`config.mk`:
```
export PLATFORM = sky130hd
export DESIGN_NAME = ebc_engine
export DESIGN_NICKNAME = d
export VERILOG_FILES = /design/src/rtl/ebc_pkg.sv /design/src/rtl/ebc_wait_if.sv /design/src/rtl/ebc_engine.sv /design/src/rtl/ebc_wait_ctr.sv
export SDC_FILE = /design/constraint.sdc
export NUM_CORES = 1
export LEC_CHECK = 0
export ABC_AREA = 0
export ABC_CLOCK_PERIOD_IN_PS = 11500
export BUFFER_PORTS_ARGS = -buffer_cell sky130_fd_sc_hd__buf_2
export CORE_MARGIN = 8
export CORE_UTILIZATION = 35
export CTS_CLUSTER_DIAMETER = 120
export DETAILED_ROUTE_END_ITERATION = 6
export GPL_ROUTABILITY_DRIVEN = 1
export MAX_ROUTING_LAYER = met4
export SLEW_MARGIN = 20
export SYNTH_ARGS = -nofsm -noshare
export SYNTH_HDL_FRONTEND = slang
export SYNTH_HIERARCHICAL = 1
export SYNTH_SLANG_ARGS = --single-unit
```
`constraint.sdc`:
```
create_clock -name clk_sys_i -period 11.5 [get_ports clk_sys_i]
set_input_delay 0.575 -clock clk_sys_i [delete_from_list [all_inputs] [get_ports clk_sys_i]]
set_output_delay 0.575 -clock clk_sys_i [all_outputs]
set_load 0.01 [all_outputs]
```
`src/rtl/ebc_pkg.sv`:
```
// Package for the external bus cycle engine: constants and types.
// Assumes a single 100 MHz core clock; the bus clock is derived from it.
package ebc_pkg;
    localparam int          EBC_REGIONS      = 4;
    localparam int          EBC_TIMEOUT_CYC  = 256;
    localparam logic [8:0]  EBC_TIMEOUT_LIM  = 9'h100;
    localparam logic [2:0]  EBC_WAIT_EXT     = 3'h7;
    localparam logic [1:0]  EBC_BURST_WORDS  = 2'h3;
    localparam logic [3:0]  EBC_BE_NONE      = 4'hF;
    localparam logic [3:0]  EBC_BE_LOW_HALF  = 4'hC;
    localparam logic [7:0]  EBC_INTERNAL_TOP = 8'hFF;
    // Register offsets of the region and chip configuration registers
    localparam logic [3:0]  EBC_OFS_ADDR     = 4'h0;
    localparam logic [3:0]  EBC_OFS_MASK     = 4'h4;
    localparam logic [3:0]  EBC_OFS_WAIT     = 4'h8;
    localparam logic [3:0]  EBC_OFS_CCONF    = 4'hC;
    // Reset values
    localparam logic [31:0] EBC_ADDR_RST     = 32'h0000_0000;
    localparam logic [31:0] EBC_MASK_RST     = 32'h0000_0000;
    localparam logic [31:0] EBC_WAIT_RST     = 32'h7777_7777;
    // Bit positions in chip_config_reg
    localparam int          EBC_CC_TOE       = 0;
    localparam int          EBC_CC_WFLAG     = 1;
    // Fields in the wait register, one byte per region
    localparam int          EBC_WAIT_STRIDE  = 8;
    localparam int          EBC_NARROW_BIT   = 3;

    typedef enum logic [6:0] {
        EBC_IDLE   = 7'b0000001,
        EBC_START  = 7'b0000010,
        EBC_WAIT   = 7'b0000100,
        EBC_DATA   = 7'b0001000,
        EBC_END    = 7'b0010000,
        EBC_FAULT  = 7'b0100000,
        EBC_ACKOUT = 7'b1000000
    } ebc_state_t;

    typedef enum logic [1:0] {
        EBC_REQ_CPU = 2'h0,
        EBC_REQ_DMA = 2'h1,
        EBC_REQ_EXT = 2'h2
    } ebc_src_t;
endpackage

```
`src/rtl/ebc_wait_if.sv`:
```
// Interface between the cycle engine and its wait/timeout counter.
// Assumes both ends run on the same core clock.
`timescale 1ns/1ps
`default_nettype none
interface ebc_wait_if;
    logic       load;      // Restart counting at a beat start
    logic [2:0] wait_sel;  // Wait code of the region
    logic       step;      // Bus clock tick
    logic       ack_ext;   // External acknowledge sampled low
    logic       ack;       // Beat acknowledged
    logic       timeout;   // 256 bus clocks without acknowledge
    logic       timeout_enable;       // Timeout checking on
    modport engine (output load, wait_sel, step, ack_ext, timeout_enable,
                    input ack, timeout);
    modport counter (input load, wait_sel, step, ack_ext, timeout_enable,
                     output ack, timeout);
endinterface
`default_nettype wire

```
`src/rtl/ebc_engine.sv`:
```
// External bus cycle engine: single reads, burst reads, single writes.
// Assumes one request at a time from the core side, held until done.
`timescale 1ns/1ps
`default_nettype none
module ebc_engine (
    input  wire logic             clk_sys_i,
    input  wire logic             reset_n_i,
    input  wire logic             slow_bus_n_i,
    // Core side request
    input  wire logic             req_i,
    input  wire ebc_pkg::ebc_src_t req_src_i,
    input  wire logic             req_write_i,
    input  wire logic             req_burst_i,
    input  wire logic [31:0]      req_addr_i,
    input  wire logic [3:0]       req_be_n_i,
    input  wire logic [31:0]      req_wdata_i,
    input  wire logic             req_unmapped_i,
    output logic                  done_o,
    output logic                  rdata_valid_o,
    output logic [31:0]           rdata_o,
    output logic                  bus_error_o,
    output logic                  nmi_o,
    output logic                  dma_abort_o,
    // Register port
    input  wire logic [3:0]       reg_addr_i,
    input  wire logic [31:0]      reg_wdata_i,
    input  wire logic             reg_wr_i,
    input  wire logic             reg_rd_i,
    output logic [31:0]           reg_rdata_o,
    // External bus
    output logic                  bus_clock_o,
    output logic [31:1]           addr_o,
    output logic [3:0]            byte_lane_en_n_o,
    output logic                  start_strobe_n_o,
    output logic                  final_beat_n_o,
    output logic                  rd_wr_n_o,
    output logic [3:0]            region_select_n_o,
    output logic [31:0]           data_o,
    output logic                  data_oe_n_o,
    input  wire logic [31:0]      data_i,
    input  wire logic             transfer_done_n_i,
    input  wire logic             fault_in_n_i,
    output logic                  fault_out_o,
    output logic                  fault_oe_n_o
);
    import ebc_pkg::*;

    logic       rst_s1_q;
    logic       rst_n;
    logic       tick_q;
    logic       tick;
    ebc_state_t state_q;
    logic [31:0] cs_addr_q;
    logic [31:0] cs_mask_q;
    logic [31:0] cs_wait_q;
    logic        toe_q;
    logic        wflag_q;
    ebc_src_t    src_q;
    logic        write_q;
    logic        burst_q;
    logic        second_q;
    logic        split_q;
    logic [1:0]  beat_q;
    logic [31:0] wdata_q;
    logic [3:0]  sel_hit;
    logic [2:0]  hit_wait;
    logic        hit_narrow;
    logic        ack_seen_q;
    logic        half_hi;
    logic        half_lo;
    logic        refuse;

    ebc_wait_if w ();
    ebc_wait_ctr u_wait (
        .clk_i   (clk_sys_i),
        .rst_n_i (rst_n),
        .w       (w)
    );

    // Reset release through two flops
    always_ff @(posedge clk_sys_i or negedge reset_n_i) begin
        if (!reset_n_i) begin
            rst_s1_q <= 1'b0;
            rst_n    <= 1'b0;
        end else begin
            rst_s1_q <= 1'b1;
            rst_n    <= rst_s1_q;
        end
    end

    // Bus tick every cycle, or every second cycle in slow mode
    always_ff @(posedge clk_sys_i or negedge rst_n) begin
        if (!rst_n) begin
            tick_q      <= 1'b0;
            bus_clock_o <= 1'b0;
        end else begin
            tick_q      <= slow_bus_n_i ? 1'b1 : ~tick_q;
            bus_clock_o <= slow_bus_n_i ? ~bus_clock_o : ~tick_q;
        end
    end
    assign tick = slow_bus_n_i | tick_q;

    // Region decode, one compare per region
    genvar gi;
    generate
        for (gi = 0; gi < EBC_REGIONS; gi++) begin : g_reg
            assign sel_hit[gi] =
                ((req_addr_i[31:24] ^ cs_addr_q[gi*8 +: 8])
                 & cs_mask_q[gi*8 +: 8]) == 8'h00;
        end
    endgenerate

    // Lowest region that hits sets wait code and width
    always_comb begin
        hit_wait   = EBC_WAIT_EXT;
        hit_narrow = 1'b0;
        for (int i = EBC_REGIONS - 1; i >= 0; i--) begin
            if (sel_hit[i]) begin
                hit_wait   = cs_wait_q[i*EBC_WAIT_STRIDE +: 3];
                hit_narrow = cs_wait_q[i*EBC_WAIT_STRIDE
                                       + EBC_NARROW_BIT];
            end
        end
    end
    // Halfword fit tests on lane enables
    assign half_hi = (req_be_n_i[1:0] == 2'h3);
    assign half_lo = (req_be_n_i[3:2] == 2'h3);
    // Unmapped or external-master internal accesses never reach the bus
    assign refuse = req_unmapped_i || (req_src_i == EBC_REQ_EXT &&
                    req_addr_i[31:24] == EBC_INTERNAL_TOP);

    // Registers: region decode, waits, chip configuration
    always_ff @(posedge clk_sys_i or negedge rst_n) begin
        if (!rst_n) begin
            cs_addr_q <= EBC_ADDR_RST;
            cs_mask_q <= EBC_MASK_RST;
            cs_wait_q <= EBC_WAIT_RST;
            toe_q     <= 1'b0;
        end else if (reg_wr_i) begin
            case (reg_addr_i)
                EBC_OFS_ADDR:  cs_addr_q <= reg_wdata_i;
                EBC_OFS_MASK:  cs_mask_q <= reg_wdata_i;
                EBC_OFS_WAIT:  cs_wait_q <= reg_wdata_i;
                EBC_OFS_CCONF: toe_q     <= reg_wdata_i[EBC_CC_TOE];
                default: ;
            endcase
        end
    end

    // Read data one cycle after the strobe; unmapped reads zero
    always_ff @(posedge clk_sys_i or negedge rst_n) begin
        if (!rst_n) begin
            reg_rdata_o <= 32'h0000_0000;
        end else if (reg_rd_i) begin
            case (reg_addr_i)
                EBC_OFS_ADDR:  reg_rdata_o <= cs_addr_q;
                EBC_OFS_MASK:  reg_rdata_o <= cs_mask_q;
                EBC_OFS_WAIT:  reg_rdata_o <= cs_wait_q;
                EBC_OFS_CCONF: reg_rdata_o <= {30'h0, wflag_q, toe_q};
                default:       reg_rdata_o <= 32'h0000_0000;
            endcase
        end else begin
            reg_rdata_o <= 32'h0000_0000;
        end
    end

    // Counter hookup
    assign w.step     = tick;
    assign w.ack_ext  = ~transfer_done_n_i;
    assign w.timeout_enable      = toe_q;
    assign w.load     = tick && (state_q == EBC_START ||
                        (state_q == EBC_DATA && burst_q));

    // Cycle sequencer
    always_ff @(posedge clk_sys_i or negedge rst_n) begin
        if (!rst_n) begin
            state_q  <= EBC_IDLE;
            beat_q   <= 2'h0;
            second_q <= 1'b0;
            split_q  <= 1'b0;
        end else if (tick) begin
            case (state_q)
                EBC_IDLE: begin
                    second_q <= 1'b0;
                    beat_q   <= 2'h0;
                    if (req_i && !done_o) begin
                        if (refuse) begin
                            state_q <= EBC_FAULT;
                        end else begin
                            split_q <= hit_narrow && !req_burst_i &&
                                       !half_hi && !half_lo;
                            state_q <= EBC_START;
                        end
                    end
                end
                EBC_START: begin
                    state_q <= EBC_WAIT;
                end
                EBC_WAIT, EBC_DATA: begin
                    if (!fault_in_n_i || w.timeout) begin
                        state_q <= EBC_FAULT;
                    end else if (w.ack) begin
                        if (burst_q) begin
                            beat_q  <= beat_q + 2'h1;
                            state_q <= (beat_q == EBC_BURST_WORDS) ?
                                       EBC_END : EBC_DATA;
                        end else begin
                            state_q <= EBC_END;
                        end
                    end else begin
                        state_q <= EBC_WAIT;
                    end
                end
                EBC_END: begin
                    if (split_q && !second_q) begin
                        second_q <= 1'b1;
                        state_q  <= EBC_START;
                    end else begin
                        state_q <= EBC_ACKOUT;
                    end
                end
                EBC_FAULT: state_q <= EBC_ACKOUT;
                EBC_ACKOUT: state_q <= EBC_IDLE;
                default: state_q <= EBC_IDLE;
            endcase
        end
    end

    // Latch request attributes at start; hold them through the op
    always_ff @(posedge clk_sys_i or negedge rst_n) begin
        if (!rst_n) begin
            src_q   <= EBC_REQ_CPU;
            write_q <= 1'b0;
            burst_q <= 1'b0;
            wdata_q <= 32'h0000_0000;
            w.wait_sel <= EBC_WAIT_EXT;
        end else if (tick && state_q == EBC_IDLE && req_i) begin
            src_q      <= req_src_i;
            write_q    <= req_write_i;
            burst_q    <= req_burst_i && !req_write_i;
            wdata_q    <= req_wdata_i;
            w.wait_sel <= hit_wait;
        end
    end

    // Bus address, lanes, select, direction
    always_ff @(posedge clk_sys_i or negedge rst_n) begin
        if (!rst_n) begin
            addr_o            <= 31'h0000_0000;
            byte_lane_en_n_o  <= EBC_BE_NONE;
            region_select_n_o <= 4'hF;
            rd_wr_n_o         <= 1'b1;
        end else if (tick) begin
            if (state_q == EBC_IDLE && req_i && !done_o && !refuse) begin
                addr_o            <= req_addr_i[31:1];
                region_select_n_o <= ~sel_hit;
                rd_wr_n_o         <= ~req_write_i;
                if (req_burst_i && !req_write_i) begin
                    byte_lane_en_n_o <= 4'h0;
                end else if (hit_narrow && half_lo) begin
                    byte_lane_en_n_o <= {2'h3, req_be_n_i[1:0]};
                end else if (hit_narrow) begin
                    byte_lane_en_n_o <= {2'h3, req_be_n_i[3:2]};
                end else begin
                    byte_lane_en_n_o <= req_be_n_i;
                end
            end else if (state_q == EBC_END && split_q && !second_q) begin
                addr_o[1]        <= 1'b1;
                byte_lane_en_n_o <= {2'h3, req_be_n_i[1:0]};
            end else if ((state_q == EBC_WAIT || state_q == EBC_DATA) &&
                         burst_q && w.ack) begin
                addr_o <= addr_o + 31'h2;
            end else if (state_q == EBC_ACKOUT) begin
                region_select_n_o <= 4'hF;
                byte_lane_en_n_o  <= EBC_BE_NONE;
                rd_wr_n_o         <= 1'b1;
            end
        end
    end

    // Start strobe and final-beat marker
    always_ff @(posedge clk_sys_i or negedge rst_n) begin
        if (!rst_n) begin
            start_strobe_n_o <= 1'b1;
            final_beat_n_o   <= 1'b1;
        end else if (tick) begin
            start_strobe_n_o <= 1'b1;
            if ((state_q == EBC_IDLE && req_i && !done_o &&
                 !refuse) ||
                (state_q == EBC_END && split_q && !second_q)) begin
                start_strobe_n_o <= 1'b0;
                final_beat_n_o   <= req_burst_i && !req_write_i &&
                                    state_q == EBC_IDLE;
            end else if (state_q == EBC_WAIT || state_q == EBC_DATA) begin
                if (!fault_in_n_i || w.timeout) begin
                    final_beat_n_o <= 1'b1;
                end else if (w.ack) begin
                    final_beat_n_o <= !(burst_q &&
                        beat_q == EBC_BURST_WORDS - 2'h1);
                end
            end
        end
    end

    // Write data drive; released the cycle after final_beat_n_o rises, but held between the two halves of a split write
    always_ff @(posedge clk_sys_i or negedge rst_n) begin
        if (!rst_n) begin
            data_o      <= 32'h0000_0000;
            data_oe_n_o <= 1'b1;
        end else if (tick) begin
            if (state_q == EBC_IDLE && req_i && req_write_i && !done_o &&
                !refuse) begin
                data_oe_n_o <= 1'b0;
                data_o <= hit_narrow && !half_lo ?
                          {16'h0000, req_wdata_i[31:16]} : req_wdata_i;
            end else if (state_q == EBC_END && split_q && !second_q) begin
                data_o <= {16'h0000, wdata_q[15:0]};
            end else if (state_q == EBC_END || state_q == EBC_FAULT) begin
                data_oe_n_o <= 1'b1;
            end
        end
    end

    // Read capture and completion reporting
    always_ff @(posedge clk_sys_i or negedge rst_n) begin
        if (!rst_n) begin
            rdata_o       <= 32'h0000_0000;
            rdata_valid_o <= 1'b0;
            done_o        <= 1'b0;
            bus_error_o   <= 1'b0;
            nmi_o         <= 1'b0;
            dma_abort_o   <= 1'b0;
            fault_out_o   <= 1'b1;
            fault_oe_n_o  <= 1'b1;
            wflag_q       <= 1'b0;
            ack_seen_q    <= 1'b0;
        end else begin
            rdata_valid_o <= 1'b0;
            done_o        <= 1'b0;
            bus_error_o   <= 1'b0;
            nmi_o         <= 1'b0;
            dma_abort_o   <= 1'b0;
            fault_oe_n_o  <= 1'b1;
            if (tick) begin
                ack_seen_q <= (state_q == EBC_WAIT || state_q == EBC_DATA)
                              && w.ack && fault_in_n_i && !w.timeout;
            end
            if (tick && ack_seen_q && !write_q) begin
                rdata_valid_o <= !(split_q && !second_q);
                if (split_q && !second_q) begin
                    rdata_o[31:16] <= data_i[15:0];
                end else if (split_q) begin
                    rdata_o[15:0] <= data_i[15:0];
                end else begin
                    rdata_o <= data_i;
                end
            end
            if (tick && state_q == EBC_FAULT) begin
                if (src_q == EBC_REQ_EXT) begin
                    fault_oe_n_o <= 1'b0;
                    fault_out_o  <= 1'b0;
                end else if (src_q == EBC_REQ_DMA) begin
                    dma_abort_o <= 1'b1;
                end else if (write_q) begin
                    nmi_o   <= 1'b1;
                    wflag_q <= 1'b1;
                end else begin
                    bus_error_o <= 1'b1;
                end
            end else if (reg_wr_i && reg_addr_i == EBC_OFS_CCONF &&
                         !reg_wdata_i[EBC_CC_WFLAG]) begin
                wflag_q <= 1'b0;
            end
            if (tick && state_q == EBC_ACKOUT) begin
                done_o <= 1'b1;
            end
        end
    end
endmodule
`default_nettype wire

```
`src/rtl/ebc_wait_ctr.sv`:
```
// Wait and timeout counter for one bus beat.
// Assumes load and step come from the engine on the core clock.
`timescale 1ns/1ps
`default_nettype none
module ebc_wait_ctr (
    input  wire logic   clk_i,
    input  wire logic   rst_n_i,
    ebc_wait_if.counter w
);
    import ebc_pkg::*;
    logic [2:0] wcnt_q;
    logic [8:0] tcnt_q;

    // Ack from programmed count or external acknowledge
    always_comb begin
        if (w.wait_sel == EBC_WAIT_EXT) begin
            w.ack = w.ack_ext;
        end else begin
            w.ack = (wcnt_q == w.wait_sel);
        end
    end
    assign w.timeout = w.timeout_enable && (tcnt_q == EBC_TIMEOUT_LIM);

    // Count wait cycles per beat, same count every beat
    always_ff @(posedge clk_i or negedge rst_n_i) begin
        if (!rst_n_i) begin
            wcnt_q <= 3'h0;
        end else if (w.load) begin
            wcnt_q <= 3'h0;
        end else if (w.step && wcnt_q != 3'h7) begin
            wcnt_q <= wcnt_q + 3'h1;
        end
    end

    // Timeout counter restarts on each beat
    always_ff @(posedge clk_i or negedge rst_n_i) begin
        if (!rst_n_i) begin
            tcnt_q <= 9'h000;
        end else if (w.load) begin
            tcnt_q <= 9'h001;
        end else if (w.step && tcnt_q != EBC_TIMEOUT_LIM) begin
            tcnt_q <= tcnt_q + 9'h001;
        end
    end
endmodule
`default_nettype wire

```
# Word-level counts from Yosys, hierarchy flattened

Cells that the tools add are included.

Register bits after elaboration: 295
Latch bits: 0
Bits in writable memories: 0
ROM bits: 0
Input bits: 149
Output and inout bits: 147
Logic and storage cells: 271
Memories: 0

$add $sub $neg: 4
Multipliers: 0
Divide/modulo/power cells: 0
Magnitude comparators: 0
Equal/unequal tests: 36
Shifts and indexed selects: 0
Mux-type cells: 81
Bitwise gates (word level): 16
Reduce and logical (&&, ||, !) cells: 94

Operator list:

| operator                                      | count |
|---|---|
| 2-to-1 mux 32 bit                             | 4 |
| one-hot mux 32 bit (4 select lines)           | 1 |
| 2-to-1 mux 31 bit                             | 2 |
| 2-to-1 mux 1 bit                              | 41 |
| logical AND 1 bit                             | 37 |
| 2-to-1 mux 4 bit                              | 9 |
| one-hot mux 7 bit (5 select lines)            | 1 |
| AND 8 bit                                     | 4 |
| logical NOT 8 bit                             | 4 |
| 2-to-1 mux 16 bit                             | 2 |
| bitwise XOR 8 bit                             | 4 |
| adder 31 x 2 -> 31 bit, second input constant | 1 |
| 2-to-1 mux 30 bit                             | 1 |
| 2-to-1 mux 7 bit                              | 4 |
| AND reduction 2 bit                           | 10 |
| nonzero test 2 bit                            | 10 |
| 2-to-1 mux 3 bit                              | 6 |
| 2-to-1 mux 9 bit                              | 2 |
| inequality test 2 bit, second input constant  | 9 |
| AND reduction 3 bit                           | 5 |
| logical NOT 1 bit                             | 13 |
| equality test 2 bit, second input constant    | 6 |
| AND reduction 4 bit                           | 3 |
| 2-to-1 mux 5 bit                              | 2 |
| other kinds (32)                              | 50 |

# Logic depth before layout (Yosys ltp)

Gate-level depths: netlist of the first run.

Depth in word-level cells: 11
Mapped depth: 11
Gate-level depth less buffers: 11

# Modules after synthesis

The synthesis of the first run kept the hierarchy.

By module, submodules not included:

| module       | times used | cells an instance | area an instance (um^2) | sequential area each (um^2) |
|---|---|---|---|---|
| ebc_engine   | 1          | 1084              | 12746.0                 | 7134.3 |
| ebc_wait_ctr | 1          | 74                | 698.2                   | 300.3 |

# Worst setup path after synthesis of the first run

No wires, ideal clock.

Kind: input to register
Start: input req_addr_i[30]
End: register addr_o[27] (netlist bit)
Setup time: 0.124 ns
Data arrival time: 2.416 ns
Data required time: 11.376 ns
Setup slack: 8.960 ns
Stages: 8
Path buffers: 3
Path through: clkbuf_1 and4_1 a41o_1 or3b_1 buf_2 a211oi_4 buf_4 a21oi_2

Longest elaborated chain between the ends: 7
Elaborated cells between the ends (all ways): 9
Classes of those cells: eq/ne (2); mux (1); reduce/logical (6)

Ends and longest elaborated chain:

| what                                                                  | line              | source |
|---|---|---|
| start, declared                                                       | ebc_engine.sv:14  | `input wire logic [31:0] req_addr_i,` |
| equality test 8 bit *                                                 | ebc_engine.sv:130 | `req_addr_i[31:24] == EBC_INTERNAL_TOP);` |
| logical AND 1 bit *                                                   | ebc_engine.sv:129 | `assign refuse = req_unmapped_i \|\| (req_src_i == EBC_REQ_EXT &&` |
| logical OR 1 bit *                                                    | ebc_engine.sv:129 |  |
| logical NOT 1 bit *                                                   | ebc_engine.sv:254 | `if (state_q == EBC_IDLE && req_i && !done_o && !refuse) begin` |
| logical AND 1 bit *                                                   | ebc_engine.sv:254 |  |
| inequality test 2 bit (no line) or nonzero test 2 bit (tied branches) | n/a               |  |
| AND reduction 3 bit (no line)                                         | n/a               |  |
| end signal, assigned                                                  | ebc_engine.sv:255 | `addr_o <= req_addr_i[31:1];` |
| end signal, assigned                                                  | ebc_engine.sv:272 | `addr_o <= addr_o + 31'h2;` |
| end, declared                                                         | ebc_engine.sv:32  | `output logic [31:1] addr_o,` |

Every way passes the cells marked *; elsewhere a longest branch is shown, timed or not.
A chain may end at the register's enable or synchronous reset.

# Worst setup path after layout of the first run

Start: register state_q[5]
End: register addr_o[23] (netlist bit)

Longest elaborated chain between the ends: 6
Elaborated cells between the ends (all ways): 16
Classes of those cells: eq/ne (5); mux (1); reduce/logical (10)

Ends and longest elaborated chain:

| what                                                                  | line                                 | source |
|---|---|---|
| start, declared                                                       | ebc_engine.sv:52                     | `ebc_state_t state_q;` |
| start signal, assigned                                                | ebc_engine.sv:205                    | `state_q <= (beat_q == EBC_BURST_WORDS) ?` |
| equality test 7 x 1 -> 1 bit, or another cell as far along            | ebc_engine.sv:254                    |  |
| logical AND 1 bit or logical OR 1 bit (tied branches)                 | ebc_engine.sv:254, ebc_engine.sv:270 |  |
| logical AND 1 bit (on tied branches)                                  | ebc_engine.sv:254, ebc_engine.sv:270 |  |
| logical AND 1 bit (on tied branches)                                  | ebc_engine.sv:254, ebc_engine.sv:271 |  |
| inequality test 2 bit (no line) or nonzero test 2 bit (tied branches) | n/a                                  |  |
| AND reduction 3 bit (no line)                                         | n/a                                  |  |

Parallel ways exist; a longest one is shown, timed or not.

==> impl_metrics.json, run 1 <==
{
  "detail_route.wirelength.met1_um": 18400,
  "final-setup-viol-count": 0,
  "detailedRoute.firstPassIterationCount": 6,
  "grt_pass1_vias": 10800,
  "ant_nets_after_route": 0,
  "topRoutingLayerUsed": "met4",
  "clock_power_share_pct": 28.4,
  "grt_pass1_wl_um": 64000,
  "layout_commonest_cell": "sky130_fd_sc_hd__buf_2",
  "place.port_buffers": 294,
  "fraction_of_registers_with_async_set_reset_pct": 100,
  "cell_internal_pwr_w": 0.00260,
  "clk_transition_reported_paths_ns": 0.06,
  "initialDrtViolationCount": 758,
  "peak_supply_drop_mv": 0.104,
  "slew_headroom_pct": 30.8,
  "synth.avg_cell_area_um2": 11.6,
  "grt_antenna_before_repair": 12,
  "synth_top_cells_by_area": "sky130_fd_sc_hd__dfrtp_1 (47%), sky130_fd_sc_hd__mux2_2 (11%), sky130_fd_sc_hd__dfstp_2 (8.2%)",
  "layout_worst_path_cycle_share_pct": 30.9,
  "ioPinCount": 296,
  "placed_area_mm2": 0.0154,
  "edff_count_synth": 0,
  "finalPower_w": 0.00393,
  "numCtsBuffers": 35,
  "routed-wl-met2_um": 19400,
  "synth.largest_area_cell": "sky130_fd_sc_hd__dfrtp_1",
  "worst-endpoint-required_ns": 11.90,
  "synth_area_mm2": 0.0134,
  "layout-area-overhead-vs-synth_pct": 23.5,
  "floorplan.initialDensity_pct": 35.6,
  "grtUsageTotal_pct": 18.6,
  "post_route_wl_um": 41900,
  "die-height_um": 212,
  "layout-drive-gt1-share_pct": 39.9,
  "final_area_mm2": 0.0166,
  "cts_tree": "done",
  "max_stage_delay_ns": 0.56,
  "rsz0062_at_grt": "false",
  "share_seq_of_total_power_pct": 42.5,
  "routed-via-count": 10600,
  "p_sw_w": 0.00134,
  "pwr_per_cell_area_mw_per_mm2": 237,
  "fmax_ghz": 0.282,
  "worstMarginPinSlew_ns": 1.03,
  "hold_violations": 0,
  "width_of_the_die_um": 212,
  "drt-vias-per-instance": 5.36,
  "cts_resized": 0,
  "timing.critical_path.arrival_ns": 3.95,
  "timing.critical_path.to_type": "flip-flop",
  "dp_hpwl_um": 29100,
  "placeableCoreArea_mm2": 0.0378,
  "clock_latency_ns": 0.54,
  "cts-root-to-sink-buffers": 3,
  "max_capacitance_violation_count": 0,
  "combPwrFrac_pct": 29.1,
  "maximum_number_of_pins_on_one_net_before_global_route_repair": 167,
  "crit_path_start_kind": "flip-flop",
  "finalWorstPathRequiredPeriod_ns": 3.55,
  "synth.lib_cells_used.distinct": 70,
  "cts-root-buf": "sky130_fd_sc_hd__clkbuf_16",
  "clock-skew-final_ns": 0.0236,
  "die_area_mm2": 0.0449,
  "gp_congestion": 0.883,
  "critical_path_class": "reg2reg",
  "htreeDepth": 2,
  "numClockSinks": 295,
  "number_of_max_slew_violations_in_the_final_report": 0,
  "synth-seq-cells": 295,
  "p_leak_nw": 7.73,
  "swShare_pct": 34.0,
  "tns_ns": 0,
  "synthFlopType": "sky130_fd_sc_hd__dfrtp_1",
  "critPathSlowestCell": "sky130_fd_sc_hd__buf_4",
  "post-route-drc-count": 0,
  "nets": 1592,
  "area_share_of_the_largest_cell_type_after_synthesis_pct": 47.1,
  "route.met3.wl_um": 3480,
  "most-common-layout-cells": "sky130_fd_sc_hd__buf_2 (294), sky130_fd_sc_hd__dfrtp_1 (252), sky130_fd_sc_hd__mux2_2 (134), sky130_fd_sc_hd__o21ai_0 (76), sky130_fd_sc_hd__nand2_1 (73)",
  "postCtsSetupBuffers": 0,
  "yosysWarningCount": 6,
  "fp-row-count": 71,
  "wl_per_cell_um": 21.1,
  "critical_path.cell_chain": "nor4_2 -> and4bb_1 -> or3b_2 -> buf_4 -> a211oi_4 -> buf_4 -> o21ai_0 -> nand2_1 -> o21ai_0",
  "result_of_the_run": "completed",
  "synth_seq_area_share_pct": 55.3,
  "hold_path_class": "in2reg",
  "syn-instance-count": 1158,
  "synth.net_count": 1314,
  "overflow": 0,
  "critical_path.max_fanout": 73,
  "final_core_util_pct": 44.0
}
-- synth_stat cells (7+ instances only) --
| cell type | number |
|---|---|
| sky130_fd_sc_hd__a21oi_1 | 67 |
| sky130_fd_sc_hd__a21oi_2 | 24 |
| sky130_fd_sc_hd__a222oi_1 | 30 |
| sky130_fd_sc_hd__a22o_1 | 17 |
| sky130_fd_sc_hd__a22oi_1 | 25 |
| sky130_fd_sc_hd__a31oi_1 | 19 |
| sky130_fd_sc_hd__and3_1 | 7 |
| sky130_fd_sc_hd__buf_1 | 12 |
| sky130_fd_sc_hd__buf_2 | 11 |
| sky130_fd_sc_hd__clkbuf_1 | 39 |
| sky130_fd_sc_hd__dfrtp_1 | 253 |
| sky130_fd_sc_hd__dfstp_2 | 42 |
| sky130_fd_sc_hd__ha_1 | 7 |
| sky130_fd_sc_hd__inv_1 | 12 |
| sky130_fd_sc_hd__mux2_2 | 134 |
| sky130_fd_sc_hd__mux2i_1 | 23 |
| sky130_fd_sc_hd__nand2_1 | 76 |
| sky130_fd_sc_hd__nand2b_1 | 14 |
| sky130_fd_sc_hd__nand3_1 | 24 |
| sky130_fd_sc_hd__nand4_1 | 9 |
| sky130_fd_sc_hd__nor2_1 | 65 |
| sky130_fd_sc_hd__o21ai_0 | 76 |
| sky130_fd_sc_hd__o22ai_1 | 33 |
| sky130_fd_sc_hd__xor2_1 | 35 |
-- per-layer routing --
metal,vias to the layer above,GRT usage [%]
met5,-,-
met4,0,4.15
met3,50,5.04
met2,351,29.3
met1,5331,24.0
li1,4911,-
-- layout make-up --
type / instances / area (um^2)
Multi-Input combinational cell: 783 / 5690
Clock buffer: 50 / 1000
Timing Repair Buffer: 309 / 1600
Fill cell: 3579 / 21100
Antenna cell: 12 / 30.0
Tap cell: 511 / 639
Clock inverter: 13 / 158
Sequential cell: 295 / 7440
Inverter: 12 / 45.0
-- kinds of logic (layout without fill, tap and decap cells) --
group,after synthesis,count (layout),share of synthesized area [%]
DFF,295,295,55.3
muxes,157,157,12.9
other,1,13,0.0279
AOI/OAI and AO/OA,332,332,16.7
and+or+nand+nor,246,246,9.19
adders and majority gates,7,7,0.651
xor gates and xnor gates,40,40,2.61
buffers and inverters,80,384,2.59
-- critical path, delay by kind of cell (launching register included) --
family / cells / cell delay (ns)
and+or+nand+nor: 4 / 1.50
AOI/OAI and AO/OA: 3 / 0.55
buffers and inverters: 2 / 0.90
DFF: 1 / 0.43
-- power by group through the flow --
| stage | clock network, W | logic [W] | registers [W] |
|---|---|---|---|
| after global routing | 0.00118 | 0.00126 | 0.00172 |
| final | 0.00112 | 0.00115 | 0.00167 |
| after floorplan | 0 | 0.000649 | 0.00172 |
| after CTS | 0.00115 | 0.00116 | 0.00167 |
| after detailed placement | 0 | 0.00115 | 0.00169 |
| after global placement | 0 | 0.00113 | 0.00167 |
-- registers in the layout, summed over array words and instances (netlist names), 2 cells and up --
name	cells
addr_o	31
beat_q	2
byte_lane_en_n_o	4
cs_addr_q	32
cs_mask_q	32
cs_wait_q	32
data_o	32
rdata_o	32
reg_rdata_o	32
region_select_n_o	4
src_q	2
state_q	7
u_wait/tcnt_q	9
u_wait/wcnt_q	3
w.wait_sel	3
wdata_q	16
-- through the flow --
step                instances  hold WS, ns  setup WS (ns)
finish                   1985        0.245           7.95
floorplan                1158        0.279           2.74
CTS                      1973        0.229           8.00
global placement         1909        0.340           7.52
global route             1984        0.253           7.61
detailed placement       1909        0.336           7.92
-- timing repair --
action / CTS / global route
endpoints found under the hold margin: 2 / 0
hold buffers: 1 / 0
setup endpoints to repair: 0 / 0
-- worst paths after layout --
path                              start          end  slack (ns)  cells past startpoint
max in group asynchronous         rst_n   rdata_o[7]        8.84                      2
setup reg to reg             state_q[5]   addr_o[23]        7.95                      9
hold / removal             slow_bus_n_i  bus_clock_o        0.24                      2
setup / recovery             state_q[5]   addr_o[23]        7.95                      9
hold reg to reg                rst_s1_q        rst_n        0.35                      0
min in group asynchronous     reset_n_i        rst_n        0.36                      2
Note: power is estimated with default switching activity, not from simulation.
==> inputs of run 2 (changes only) <==
ABC_AREA = 1   (was 0)
ABC_CLOCK_PERIOD_IN_PS = 3550   (was 11500)
clock period = 3.55 ns   (was 11.5 ns; I/O delays follow)
==> run 2 against run 1 <==
Non-clock buffer count rose by 133. Sequential cell count is the same. Wire length grew 17%. First-iteration DRC count grew 34%. Critical path depth grew 4. Power rose to 3.4 times the previous value.
==> impl_metrics.json, run 2 <==
{
  "worstMarginPinSlew_ns": 0.826,
  "clock_latency_ns": 0.56,
  "die_area_mm2": 0.0483,
  "cts-root-to-sink-buffers": 3,
  "grt_pass1_vias": 13700,
  "worst-endpoint-required_ns": 4.02,
  "dp_hpwl_um": 33400,
  "post-route-drc-count": 0,
  "overflow": 0,
  "placed_area_mm2": 0.0166,
  "htreeDepth": 2,
  "slew_headroom_pct": 44.9,
  "ant_nets_after_route": 0,
  "post_route_wl_um": 48900,
  "worst_hold_launch": "data_i[29]",
  "grtUsageTotal_pct": 20.3,
  "cts-root-buf": "sky130_fd_sc_hd__clkbuf_16",
  "initialDrtViolationCount": 1018,
  "die-height_um": 220,
  "synth.largest_area_cell": "sky130_fd_sc_hd__dfrtp_1",
  "synth.avg_cell_area_um2": 8.04,
  "synth_seq_area_share_pct": 51.1,
  "edff_count_synth": 0,
  "layout-drive-gt1-share_pct": 21.8,
  "clock-skew-final_ns": 0.0211,
  "maximum_number_of_pins_on_one_net_before_global_route_repair": 84,
  "critical_path_class": "reg2reg",
  "routed-via-count": 13700,
  "crit_path_start_kind": "flip-flop",
  "fp-row-count": 74,
  "rsz0062_at_grt": "false",
  "cts_tree": "done",
  "fmax_ghz": 0.377,
  "width_of_the_die_um": 220,
  "synthFlopType": "sky130_fd_sc_hd__dfrtp_1",
  "final-setup-viol-count": 0,
  "hold_violations": 0,
  "most-common-layout-cells": "sky130_fd_sc_hd__nand2_1 (511), sky130_fd_sc_hd__buf_2 (294), sky130_fd_sc_hd__dfrtp_1 (252), sky130_fd_sc_hd__inv_1 (231), sky130_fd_sc_hd__o21ai_0 (206)",
  "final_area_mm2": 0.0192,
  "r2r_setup_slack_ns": 0.90,
  "layout_commonest_cell": "sky130_fd_sc_hd__nand2_1",
  "ioPinCount": 296,
  "routed-wl-met2_um": 22400,
  "topRoutingLayerUsed": "met4",
  "numClockSinks": 295,
  "rr_startpoint": "cs_addr_q[13]",
  "netlist_top_cells_count": "sky130_fd_sc_hd__nand2_1 (511), sky130_fd_sc_hd__dfrtp_1 (253), sky130_fd_sc_hd__inv_1 (231), sky130_fd_sc_hd__o21ai_0 (206), sky130_fd_sc_hd__nand3_1 (124)",
  "pre_cts_slack_ns": 0.828,
  "synth.lib_cells_used.distinct": 50,
  "p_leak_nw": 9.75,
  "detailedRoute.firstPassIterationCount": 7,
  "final.fill_count": 4002,
  "timing.reg2reg.worst_path_depth": 13,
  "syn-instance-count": 1809,
  "route.met3.wl_um": 3060,
  "max_capacitance_violation_count": 0,
  "timing.critical_path.to_type": "flip-flop",
  "pwr_per_cell_area_mw_per_mm2": 688,
  "worst_r2r_endpoint": "data_o[7]",
  "detail_route.wirelength.met1_um": 21200,
  "grt_antenna_before_repair": 4,
  "gp_congestion": 0.835,
  "finalWorstPathRequiredPeriod_ns": 2.65,
  "floorplan.initialDensity_pct": 35.5,
  "timing.critical_path.arrival_ns": 3.12,
  "nets": 2378,
  "layout-area-overhead-vs-synth_pct": 32.0,
  "fin_ws_ns": 0.898,
  "synth_top_cells_by_area": "sky130_fd_sc_hd__dfrtp_1 (44%), sky130_fd_sc_hd__nand2_1 (13%), sky130_fd_sc_hd__dfstp_2 (7.6%)",
  "area_share_of_the_largest_cell_type_after_synthesis_pct": 43.5,
  "synth.net_count": 1965,
  "drt-vias-per-instance": 4.90,
  "timing.hold.worst_path_depth": 4,
  "whs_endpoint": "rdata_o[29]",
  "synth.most_common_cell": "sky130_fd_sc_hd__nand2_1",
  "number_of_max_slew_violations_in_the_final_report": 0,
  "placeableCoreArea_mm2": 0.0409,
  "wl_per_cell_um": 17.5,
  "tns_ns": 0,
  "fraction_of_registers_with_async_set_reset_pct": 100,
  "synth-seq-cells": 295,
  "place.port_buffers": 294,
  "yosysWarningCount": 6,
  "finalPower_w": 0.0132,
  "synth_area_mm2": 0.0145,
  "grt_pass1_wl_um": 75500,
  "worst_hold_margin_ns": 0.0181,
  "clk_transition_reported_paths_ns": 0.06,
  "numCtsBuffers": 37,
  "layout_worst_path_cycle_share_pct": 74.7,
  "critical_path.max_fanout": 33,
  "hold_path_class": "in2reg",
  "peak_supply_drop_mv": 0.333,
  "result_of_the_run": "completed"
}
[run 2: layout make-up]
cell class / count / area (um^2) / share of cell area [%]
antenna: 7 / 17.5 / 0.0912
clock buffer: 60 / 1160 / 6.06
clock inverter: 8 / 170 / 0.886
inverter: 251 / 942 / 4.91
multi-input combinational: 1195 / 5880 / 30.6
sequential: 295 / 7440 / 38.7
tap: 532 / 666 / 3.47
timing repair buffer: 442 / 2930 / 15.3
[run 2: cells by family after synthesis]
family	count (synthesis)	synth area share [%]
and+or+nand+nor	813	24.6
AOI/OAI and AO/OA	344	13.2
buffers and inverters	319	8.65
DFF	295	51.1
xor gates and xnor gates	27	1.63
adders and majority gates	7	0.602
muxes	3	0.206
other	1	0.0258
[run 2: metrics by stage]
stage / utilization, % / std cells
after global routing: 46.9 / 2787
after CTS: 46.9 / 2783
after floorplan: - / 1809
final: 46.9 / 2790
after global placement: 40.5 / 2586
after detailed placement: 40.5 / 2586
[run 2: worst max path at each step]
stage / from / to / slack, ns / cells past startpoint
global placement: req_addr_i[28] / data_o[13] / 0.86 / 14
floorplan: rst_n / ack_seen_q / 0.63 / 0
global route: cs_addr_q[13] / data_o[1] / 0.69 / 13
detailed placement: req_addr_i[28] / data_o[7] / 0.83 / 14
finish: cs_addr_q[13] / data_o[7] / 0.90 / 13
CTS: state_q[0] / addr_o[10] / 0.90 / 7
[run 2: layer usage]
| metal | GRT usage [%] | up-vias |
|---|---|---|
| met3 | 3.70 | 121 |
| met2 | 31.0 | 430 |
| met4 | 9.70 | 0 |
| met1 | 25.9 | 6474 |
| li1 | - | 6653 |
| met5 | - | - |
[run 2: power breakdown]
group          switching, W  internal (W)
Sequential         0.000767       0.00440
Clock               0.00152       0.00255
Combinational       0.00245       0.00152
[run 2: critical path: stages (launching register included)]
cell and delay (ns):
sky130_fd_sc_hd__dfrtp_1 0.39, sky130_fd_sc_hd__inv_1 0.08, sky130_fd_sc_hd__nand2_1 0.05, sky130_fd_sc_hd__nand3_1 0.08, sky130_fd_sc_hd__nand2_1 0.12, sky130_fd_sc_hd__nor2_1 0.21, sky130_fd_sc_hd__nand2_1 0.17, sky130_fd_sc_hd__nand2_1 0.12
sky130_fd_sc_hd__nand2_1 0.08, sky130_fd_sc_hd__nand2_2 0.41, sky130_fd_sc_hd__nand2_4 0.38, sky130_fd_sc_hd__nand2_1 0.17, sky130_fd_sc_hd__nand3_1 0.08, sky130_fd_sc_hd__a21oi_1 0.21
[run 2: repair_timing]
item	CTS	global route
hold buffers	129	0
gates resized for setup	0	0
setup buffers	0	0
hold endpoints to repair	211	0
